$ cat src/core/sensor_defines.svh
`ifndef SENSOR_DEFINES_SVH
`define SENSOR_DEFINES_SVH

// ************************************************************
// widths
// ************************************************************
`define MASK_W 16
`define TEMP_MASK_W 7
`define CHAN_W 4
`define VALUE_W 32
`define NUM_CHAN 16

// ************************************************************
// fixed-point formats
// ************************************************************
`define VOLT_FRAC_BITS 16
`define TEMP_FRAC_BITS 8

// ************************************************************
// reset values and temperature channel keep mask
// ************************************************************
`define MASK_RST 16'h0000
`define CHAN_RST 4'h0
`define VALUE_RST 32'h0000_0000
`define TEMP_MASK_KEEP 16'h007F

`endif

$ cat src/core/sensor_pkg.sv
`include "sensor_defines.svh"

package sensor_pkg;

   // ************************************************************
   // variants and states
   // ************************************************************
   typedef enum logic {
      KIND_VOLTAGE = 1'b0,
      KIND_TEMPERATURE = 1'b1
   } sensor_kind_t;

   typedef enum logic [1:0] {
      ST_IDLE = 2'b00,
      ST_WAIT_ACK = 2'b01,
      ST_FETCH = 2'b11,
      ST_SEND = 2'b10
   } ctrl_state_t;

   // ************************************************************
   // carriers
   // ************************************************************
   typedef struct packed {
      logic [`CHAN_W-1:0] channel;
      logic [`VALUE_W-1:0] value;
      logic first;
      logic last;
   } result_beat_t;

   typedef struct packed {
      logic [`CHAN_W-1:0] channel;
      logic [`VALUE_W-1:0] value;
   } refresh_t;

endpackage : sensor_pkg

$ cat src/core/sample_store.sv
`timescale 1ns/1ns
`include "sensor_defines.svh"

module sample_store (
   // clock and reset
   input wire logic clk,
   input wire logic rst_n,
   // refresh write port
   input wire logic wr_en,
   input wire logic [`CHAN_W-1:0] wr_addr,
   input wire logic [`VALUE_W-1:0] wr_data,
   // read port
   input wire logic rd_en,
   input wire logic [`CHAN_W-1:0] rd_addr,
   output logic [`VALUE_W-1:0] rd_data
);

   logic [`VALUE_W-1:0] mem [0:`NUM_CHAN-1];

   // ************************************************************
   // latest reading per channel
   // ************************************************************
   always_ff @(posedge clk) begin
      if (wr_en) begin
         mem[wr_addr] <= wr_data;
      end
   end

   always_ff @(posedge clk) begin
      if (!rst_n) begin
         rd_data <= `VALUE_RST;
      end else if (rd_en) begin
         rd_data <= mem[rd_addr];
      end
   end

endmodule : sample_store

$ cat src/core/sensor_sample_request_port.sv
`timescale 1ns/1ns
`include "sensor_defines.svh"

module sensor_sample_request_port (
   // clock and reset
   input wire logic clk,
   input wire logic rst_n,
   // variant select
   input sensor_pkg::sensor_kind_t sensor_kind,
   // command stream
   input wire logic request_valid,
   output logic request_ready,
   input wire logic [`MASK_W-1:0] channel_mask,
   // response stream
   output logic result_valid,
   input wire logic result_ready,
   output sensor_pkg::result_beat_t result,
   // management processor link
   output logic mgr_req_valid,
   output logic [`MASK_W-1:0] mgr_req_mask,
   input wire logic mgr_req_ack,
   input wire logic refresh_valid,
   input sensor_pkg::refresh_t refresh
);

   import sensor_pkg::*;

   // ************************************************************
   // helpers
   // ************************************************************
   function automatic logic [`CHAN_W-1:0] lowest_set(input logic [`MASK_W-1:0] m);
      logic [`CHAN_W-1:0] idx;
      idx = `CHAN_RST;
      for (int i = `NUM_CHAN - 1; i >= 0; i--) begin
         if (m[i]) begin
            idx = i[`CHAN_W-1:0];
         end
      end
      return idx;
   endfunction : lowest_set

   function automatic logic [`CHAN_W:0] count_set(input logic [`MASK_W-1:0] m);
      logic [`CHAN_W:0] n;
      n = '0;
      for (int i = 0; i < `NUM_CHAN; i++) begin
         n = n + {{`CHAN_W{1'b0}}, m[i]};
      end
      return n;
   endfunction : count_set

   ctrl_state_t state_reg;
   ctrl_state_t state_next;
   logic [`MASK_W-1:0] mask_reg;
   logic [`MASK_W-1:0] legal_mask;
   logic [`CHAN_W-1:0] chan_reg;
   logic first_reg;
   logic last_reg;
   logic accept;
   logic beat_done;
   logic fetch;
   logic [`CHAN_W-1:0] fetch_chan;
   logic [`MASK_W-1:0] mask_left;
   logic [`VALUE_W-1:0] store_data;

   // ************************************************************
   // handshakes
   // ************************************************************
   assign request_ready = (state_reg == ST_IDLE);
   assign accept = request_valid && request_ready;
   assign result_valid = (state_reg == ST_SEND);
   assign beat_done = result_valid && result_ready;
   assign mgr_req_valid = (state_reg == ST_WAIT_ACK);
   assign mgr_req_mask = mask_reg;
   assign fetch = (state_reg == ST_FETCH);
   assign fetch_chan = lowest_set(mask_reg);
   assign mask_left = mask_reg & ~(`MASK_W'(1) << fetch_chan);
   assign legal_mask = (sensor_kind == KIND_TEMPERATURE) ? (channel_mask & `TEMP_MASK_KEEP) : channel_mask;

   // ************************************************************
   // control state machine
   // ************************************************************
   always_comb begin
      state_next = state_reg;
      case (state_reg)
         ST_IDLE: begin
            if (accept) begin
               state_next = ST_WAIT_ACK;
            end
         end
         ST_WAIT_ACK: begin
            if (mgr_req_ack) begin
               state_next = (mask_reg == `MASK_RST) ? ST_IDLE : ST_FETCH;
            end
         end
         ST_FETCH: begin
            state_next = ST_SEND;
         end
         ST_SEND: begin
            if (beat_done) begin
               state_next = last_reg ? ST_IDLE : ST_FETCH;
            end
         end
         default: begin
            state_next = ST_IDLE;
         end
      endcase
   end

   always_ff @(posedge clk) begin
      if (!rst_n) begin
         state_reg <= ST_IDLE;
      end else begin
         state_reg <= state_next;
      end
   end

   // ************************************************************
   // captured mask, walked lowest bit first
   // ************************************************************
   always_ff @(posedge clk) begin
      if (!rst_n) begin
         mask_reg <= `MASK_RST;
      end else if (accept) begin
         mask_reg <= legal_mask;
      end else if (fetch) begin
         mask_reg <= mask_left;
      end
   end

   // ************************************************************
   // beat tags
   // ************************************************************
   always_ff @(posedge clk) begin
      if (!rst_n) begin
         chan_reg <= `CHAN_RST;
      end else if (fetch) begin
         chan_reg <= fetch_chan;
      end
   end

   always_ff @(posedge clk) begin
      if (!rst_n) begin
         last_reg <= 1'b0;
      end else if (fetch) begin
         last_reg <= (mask_left == `MASK_RST);
      end
   end

   always_ff @(posedge clk) begin
      if (!rst_n) begin
         first_reg <= 1'b0;
      end else if (accept) begin
         first_reg <= 1'b1;
      end else if (beat_done) begin
         first_reg <= 1'b0;
      end
   end

   // ************************************************************
   // stored readings
   // ************************************************************
   sample_store u_store (
      .clk(clk),
      .rst_n(rst_n),
      .wr_en(refresh_valid),
      .wr_addr(refresh.channel),
      .wr_data(refresh.value),
      .rd_en(fetch),
      .rd_addr(fetch_chan),
      .rd_data(store_data)
   );

   always_comb begin
      result.channel = chan_reg;
      result.value = store_data;
      result.first = first_reg && result_valid;
      result.last = last_reg && result_valid;
   end

   // ************************************************************
   // checks
   // ************************************************************
   logic [`MASK_W-1:0] acc_mask_reg;
   logic [`CHAN_W:0] beats_reg;
   logic [`CHAN_W-1:0] prev_chan_reg;

   always_ff @(posedge clk) begin
      if (!rst_n) begin
         acc_mask_reg <= `MASK_RST;
      end else if (accept) begin
         acc_mask_reg <= legal_mask;
      end
   end

   always_ff @(posedge clk) begin
      if (!rst_n) begin
         beats_reg <= '0;
      end else if (accept) begin
         beats_reg <= '0;
      end else if (beat_done) begin
         beats_reg <= beats_reg + 1'b1;
      end
   end

   always_ff @(posedge clk) begin
      if (!rst_n) begin
         prev_chan_reg <= `CHAN_RST;
      end else if (beat_done) begin
         prev_chan_reg <= chan_reg;
      end
   end
endmodule : sensor_sample_request_port

$ cat config.mk
export PLATFORM = sky130hd
export DESIGN_NAME = sensor_sample_request_port
export DESIGN_NICKNAME = d
export VERILOG_FILES = /design/src/core/sensor_pkg.sv /design/src/core/sample_store.sv /design/src/core/sensor_sample_request_port.sv
export VERILOG_INCLUDE_DIRS = /design/src /design/src/core
export SDC_FILE = /design/constraint.sdc
export NUM_CORES = 1
export LEC_CHECK = 0
export BUFFER_PORTS_ARGS = -buffer_cell sky130_fd_sc_hd__clkbuf_2
export CAP_MARGIN = 20
export CORE_ASPECT_RATIO = 1.2
export CORE_UTILIZATION = 40
export DETAILED_ROUTE_END_ITERATION = 10
export SLEW_MARGIN = 20
export SYNTH_ARGS = -nofsm -noshare
export SYNTH_HDL_FRONTEND = slang
export SYNTH_SLANG_ARGS = --single-unit
$ cat constraint.sdc
create_clock -name clk -period 4.3 [get_ports clk]
set_clock_uncertainty 0.1 [all_clocks]
set_input_delay 0.645 -clock clk [delete_from_list [all_inputs] [get_ports clk]]
set_output_delay 0.645 -clock clk [all_outputs]
set_load 0.02 [all_outputs]
# == Word-level counts from Yosys, hierarchy flattened ==
# Memory sizes are Yosys's and may differ from the RTL's. A register that Yosys moved wholly into a read port is not among the register bits.
# Index checks and enable logic that the tools add are counted.
# totals
regBits,24
mem_bits_rw,512
in_bits,59
mem_count,1
# mem_list
name,depth,width,rd,rd_ports_with_merged_regs,write_ports,line,rtl
u_store.mem,16,32,1,1,1,sample_store.sv:18,logic [`VALUE_W-1:0] mem [0:`NUM_CHAN-1];
# op_classes
n_eq_ne,6
shift,1
muxes,29
n_bitwise,2
n_reduce_logical,11
# ops
cell,n
$mux W4,16
$mux W16,3
$logic_not A16 Y1,2
$and A16 B16 Y16,1
$not A16 Y16,1
$shl A1 B4 Y16 const A,1
$mux W2,5
$pmux W2 S4,1
$ne A2 B1 Y1 const B,3
$eq A2 B2 Y1 const B,2
$logic_and A1 B1 Y1,4
$mux W1,4
$reduce_bool A2 Y1,2
$reduce_and A3 Y1,1
$eq A2 B1 Y1 const B,1
$logic_not A2 Y1,1
$logic_not A1 Y1,1

# == Longest topological paths before layout ==
# depth
ltp_word,21
mapped_depth,11
mapped_depth_nobuf,7

# == Hierarchy ==
# A second synthesis with hierarchy kept.
# unflattened
cells_unflattened,1418
area_unflattened_um2,22382.7
# modules_own_cells
mod,n_inst,cells_per_inst,area_per_inst_um2,seq_area_each_um2
sample_store,1,1216,20866.3,16015.4
sensor_sample_request_port,1,202,1516.5,480.5

# == Worst setup path before layout ==
# OpenSTA, ideal clock, no wires.
# synth_path
path_type,input to register
start,input port refresh[34] in the netlist's numbering
end,"memory u_store.mem[0][0] in the netlist's numbering, enable pin"
arrival_time_ps,3363
required_ps,3739
path_slack_ps,375
path_stages,2
n_path_buf,0
path_cell_list,or3b_2 > nor3_1
# synth_lines
item,line,rtl
start: declaration,sensor_sample_request_port.sv:23,input sensor_pkg::refresh_t refresh
end: declaration,sample_store.sv:18,
# Straight into the memory's write port.

# == Worst setup path in the final report ==
# layout_path
start,"register mask_reg[14], in the netlist mgr_req_mask[14]"
end,"register u_store.rd_data[15], read port of u_store.mem"
# layout_between
elab_chain_cells,15
# layout_rtl
item,line,rtl
start: declaration,sensor_sample_request_port.sv:53,logic [`MASK_W-1:0] mask_reg;
start signal: assignment,sensor_sample_request_port.sv:122,mask_reg <= `MASK_RST;
start signal: assignment,sensor_sample_request_port.sv:124,mask_reg <= legal_mask;
start signal: assignment,sensor_sample_request_port.sv:126,mask_reg <= mask_left;
$mux W4 (15 in a row),sensor_sample_request_port.sv:35,if (m[i]) begin
end: declaration,sample_store.sv:15,output logic [`VALUE_W-1:0] rd_data
# No other way between the ends.
# A chain may end at the register's enable or synchronous reset.

==> impl_results.html <==
<table>
<tr><th>Metric</th><th>Value</th></tr>
<tr><th colspan="2">Global route</th></tr>
<tr><td>Number of global-route vias before repair</td><td>13925</td></tr>
<tr><td>Grt ovf</td><td>0</td></tr>
<tr><td>First-pass GRT wire length</td><td>89700 microns</td></tr>
<tr><td>Overall track demand over capacity in global routing</td><td>0.212</td></tr>
<tr><td>Pin count of the biggest net entering global routing</td><td>76</td></tr>
<tr><td>Antenna violations before repair</td><td>3</td></tr>
<tr><th colspan="2">Synth</th></tr>
<tr><td>Syn nets</td><td>around 1700</td></tr>
<tr><td>Combinational family with the most area after synthesis</td><td>compound AO/OA/AOI/OAI gates</td></tr>
<tr><td>Cells after Synth</td><td>1616</td></tr>
<tr><td>Mapped cell area</td><td>22600 sq um</td></tr>
<tr><td>Async set-or-reset flop fraction in the synthesized netlist</td><td>0</td></tr>
<tr><td>Post-synth top area share</td><td>0.681</td></tr>
<tr><td>Seq/Total Area, Yosys</td><td>0.731</td></tr>
<tr><td>Top cells by area in the synthesized netlist</td><td>sky130_fd_sc_hd__edfxtp_1 68%, sky130_fd_sc_hd__dfxtp_1 5.0%, sky130_fd_sc_hd__nand2_1 4.6%</td></tr>
<tr><td>Distinct cells, synth</td><td>73</td></tr>
<tr><td>Share of cell area taken by muxes after synthesis</td><td>0.0288</td></tr>
<tr><td>Xor and xnor area share after synthesis</td><td>0</td></tr>
<tr><td>Yosys warning count</td><td>0</td></tr>
<tr><td>Post-synthesis compound-gate area fraction</td><td>0.108</td></tr>
<tr><td>Cell type contributing the most total cell area after synthesis</td><td>sky130_fd_sc_hd__edfxtp_1</td></tr>
<tr><td>Post-Synth Adder-Cell Area</td><td>0</td></tr>
<tr><td>Synth top cells by count</td><td>512 x sky130_fd_sc_hd__edfxtp_1, 279 x sky130_fd_sc_hd__nand2_1, 166 x sky130_fd_sc_hd__nand3_1, 72 x sky130_fd_sc_hd__o21ai_0, 65 x sky130_fd_sc_hd__mux2i_1</td></tr>
<tr><td>Main flop type after synthesis</td><td>sky130_fd_sc_hd__edfxtp_1</td></tr>
<tr><td>Number of synthesized register bits</td><td>568</td></tr>
<tr><td>Post-synthesis share of cell area spent on and, or, nand and nor gates</td><td>0.106</td></tr>
<tr><td>Most numerous cell in the Yosys netlist</td><td>sky130_fd_sc_hd__edfxtp_1</td></tr>
<tr><td>Mean area per synthesized cell</td><td>around 14 sq um</td></tr>
<tr><td>Post-synth EDFFs</td><td>512</td></tr>
<tr><th colspan="2">Critical path</th></tr>
<tr><td>Required time reported for the critical path endpoint</td><td>4.64 ns</td></tr>
<tr><td>Worst path bufs/invs</td><td>1</td></tr>
<tr><td>Critical-path cell list</td><td>nor2_1 &gt; o311ai_1 &gt; a211oi_2 &gt; nor3_4 &gt; buf_4 &gt; a32oi_1 &gt; a32oi_1 &gt; o31ai_1</td></tr>
<tr><td>Category of the worst setup path capture point</td><td>register</td></tr>
<tr><td>CP max stage delay</td><td>around 0.9 ns</td></tr>
<tr><td>Arrival time of the worst setup path</td><td>3.61 ns</td></tr>
<tr><td>Cell type group with the largest total delay on the critical path</td><td>compound AO/OA/AOI/OAI gates</td></tr>
<tr><td>Cell with the most instances on the worst path</td><td>sky130_fd_sc_hd__a32oi_1</td></tr>
<tr><td>Startpoint of the worst setup timing path</td><td>mgr_req_mask[14]</td></tr>
<tr><td>Highest-delay cell along the critical path</td><td>sky130_fd_sc_hd__nor3_4</td></tr>
<tr><td>Startpoint Class</td><td>register</td></tr>
<tr><td>Worst setup path category</td><td>reg -&gt; reg</td></tr>
<tr><td>Highest fanout seen on the critical path</td><td>12</td></tr>
<tr><td>Worst reg2reg setup slack</td><td>slightly above 1 ns</td></tr>
<tr><td>Launching point of the worst reg2reg path</td><td>mgr_req_mask[14]</td></tr>
<tr><th colspan="2">Cells and area</th></tr>
<tr><td>Area growth, synth to finish</td><td>14.8%</td></tr>
<tr><td>Largest register by flop count</td><td>u_store.mem</td></tr>
<tr><td>Fraction of final layout cells sized beyond drive strength 1</td><td>0.162</td></tr>
<tr><td>Number of flip-flops in the largest register</td><td>between 500 and 600</td></tr>
<tr><td># fillers</td><td>4895</td></tr>
<tr><td>Footprint of the multi-input gates</td><td>5650 sq um</td></tr>
<tr><td>Area taken by flip-flops and latches</td><td>16500 sq um</td></tr>
<tr><td>Fin nets</td><td>between 1500 and 2000</td></tr>
<tr><td>Post-route design area</td><td>25900 sq um</td></tr>
<tr><th colspan="2">Detailed routing</th></tr>
<tr><td>Drt via density</td><td>5.85</td></tr>
<tr><td>Final Routed Wirelength</td><td>61500 microns</td></tr>
<tr><td>Via count</td><td>14600</td></tr>
<tr><td>Average detailed-routed wire length per instance</td><td>between 20 and 25 microns</td></tr>
<tr><td>Starting DRT DRC Count</td><td>1638</td></tr>
<tr><td>DR DRC count</td><td>0</td></tr>
<tr><td>Total iterations of the first detailed-routing run</td><td>6</td></tr>
<tr><td>Number of routed nets with antenna violations</td><td>0</td></tr>
<tr><th colspan="2">STA</th></tr>
<tr><td>Final number of setup-violating endpoints</td><td>0</td></tr>
<tr><td>Final total negative setup slack</td><td>0 ns</td></tr>
<tr><td>Setup repair after global routing missed its margin</td><td>false</td></tr>
<tr><td>Normalized max-slew margin</td><td>0.274</td></tr>
<tr><td>Final hold vios</td><td>0</td></tr>
<tr><td>Tcrit/Tclk final</td><td>0.760</td></tr>
<tr><td>Worst slew pin tran</td><td>1.09 ns</td></tr>
<tr><td>Maximum clock frequency</td><td>306 MHz</td></tr>
<tr><td>Max-slew violation count</td><td>0</td></tr>
<tr><td>Final critical-path required period</td><td>3.27 ns</td></tr>
<tr><th colspan="2">Clock tree</th></tr>
<tr><td>Number of CTS-inserted buffers</td><td>54</td></tr>
<tr><td>Post-CTS Hold Buffers</td><td>0</td></tr>
<tr><td>Setup Buffers After CTS</td><td>0</td></tr>
<tr><td>TritonCTS clock tree</td><td>yes</td></tr>
<tr><td>Worst-skew pair later-pin latency</td><td>0.58 ns</td></tr>
<tr><td>Number of instances resized during post-cts repair</td><td>0</td></tr>
<tr><td>CTS clk-pin slew, worst paths</td><td>0.06 ns</td></tr>
<tr><td>CTS Sinks</td><td>568</td></tr>
<tr><td>Max H-tree Level</td><td>2</td></tr>
<tr><td>Cell at the root of the clock tree</td><td>sky130_fd_sc_hd__clkbuf_16</td></tr>
<tr><td>Maximum clock path buffer count</td><td>3</td></tr>
<tr><th colspan="2">Placement</th></tr>
<tr><td>HPWL reported at the end of detailed placement</td><td>33200 microns</td></tr>
<tr><td>Last weighted congestion value of the routability-driven placer</td><td>0.852</td></tr>
<tr><td>Number of buffer cells added on primary ports</td><td>115</td></tr>
<tr><td>Placed inst area</td><td>about 24000 sq um</td></tr>
<tr><th colspan="2">Floorplanning</th></tr>
<tr><td>Standard-cell rows</td><td>95</td></tr>
<tr><td>Die height</td><td>262 microns</td></tr>
<tr><td>Area inside the core boundary</td><td>55900 sq um</td></tr>
<tr><td>Die Span X</td><td>about 220 microns</td></tr>
<tr><td>Effective utilization at floorplan</td><td>0.404</td></tr>
<tr><td>Io pins</td><td>116</td></tr>
<tr><td>Die outline area</td><td>between 50000 and 60000 sq um</td></tr>
<tr><th colspan="2">Power and ir drop</th></tr>
<tr><td>Static Leakage</td><td>8.85 nW</td></tr>
<tr><td>Final Total Pwr</td><td>0.0134 W</td></tr>
<tr><td>Power per standard cell area</td><td>516 nW/um^2</td></tr>
<tr><td>Highest ir drop seen on vdd</td><td>0.000306 V</td></tr>
<tr><th colspan="2">Worst hold path</th></tr>
<tr><td>Worst min-delay path category</td><td>in -&gt; reg</td></tr>
<tr><td>Hold path startpoint</td><td>channel_mask[3]</td></tr>
<tr><th colspan="2">Status</th></tr>
<tr><td>Run status</td><td>completed</td></tr>
<tr><th colspan="2">Job</th></tr>
<tr><td>Max cap viols</td><td>0</td></tr>
</table>
==> metal layers <==
layer / track usage / share of wire
met1: 0.293 / 0.43
met5: 0 / 0.00021
met4: 0.0640 / 0.021
met3: 0.0316 / 0.074
met2: 0.345 / 0.48
==> per-stage QoR <==
stage / setup slack (ns) / std cells / utilization / hold slack, ns
after floorplan: 0.375 / 1616 / - / 0.368
after global placement: 1.09 / 2391 / 0.431 / 0.357
after detailed placement: 1.08 / 2391 / 0.431 / 0.376
after CTS: 1.08 / 2492 / 0.463 / 0.163
after global routing: 0.890 / 2494 / 0.464 / 0.190
final: 1.03 / 2495 / 0.464 / 0.191
==> cell families (layout without fill, tap and decap cells) <==
group	after synthesis	after routing
AO/OA/AOI/OAI	335	335
buffers and inverters	120	269
flip-flops	568	568
multiplexers	65	65
other	0	3
AND/OR/NAND/NOR	528	528
==> power by group <==
group / total (W) / internal [W] / switching, W
clock: 0.00487 / 0.00286 / 0.00202
sequential: 0.00621 / 0.00614 / 0.0000702
combinational: 0.00227 / 0.000677 / 0.00159
total: 0.0134 / 0.00968 / 0.00368
==> final cells by class <==
type,instances,area share
Timing Repair Buffer,161,0.0380
Inverter,7,0.00101
Antenna cell,3,0.000290
Clock buffer,80,0.0598
Multi-Input combinational cell,928,0.218
Sequential cell,568,0.637
Clock inverter,21,0.0106
Tap cell,727,0.0351
==> layout by cell type, fill, tap and decap left out, types with 38 or more instances in the layout <==
cell / n
sky130_fd_sc_hd__nand2_1: 278
sky130_fd_sc_hd__nand3_1: 165
sky130_fd_sc_hd__mux2i_1: 65
sky130_fd_sc_hd__clkbuf_16: 54
sky130_fd_sc_hd__buf_4: 41
sky130_fd_sc_hd__edfxtp_1: 512
sky130_fd_sc_hd__clkbuf_2: 115
sky130_fd_sc_hd__a32oi_1: 63
sky130_fd_sc_hd__dfxtp_1: 56
sky130_fd_sc_hd__a21oi_1: 41
sky130_fd_sc_hd__a31oi_1: 38
sky130_fd_sc_hd__o21ai_0: 72
==> worst reg2reg max path, cell delays in order (launching register included) <==
cell                       delay (ns)
sky130_fd_sc_hd__dfxtp_1         0.45
sky130_fd_sc_hd__nor2_1          0.10
sky130_fd_sc_hd__o311ai_1        0.49
sky130_fd_sc_hd__a211oi_2        0.26
sky130_fd_sc_hd__nor3_4          0.89
sky130_fd_sc_hd__buf_4           0.36
sky130_fd_sc_hd__a32oi_1         0.14
sky130_fd_sc_hd__a32oi_1         0.22
sky130_fd_sc_hd__o31ai_1         0.12
==> worst paths after layout <==
path                          to  depth (start not counted)
max          u_store.rd_data[15]                          8
min              mgr_req_mask[3]                          3
max reg2reg  u_store.rd_data[15]                          8
min reg2reg  u_store.rd_data[21]                          2
(Power assumes the default switching activity.)
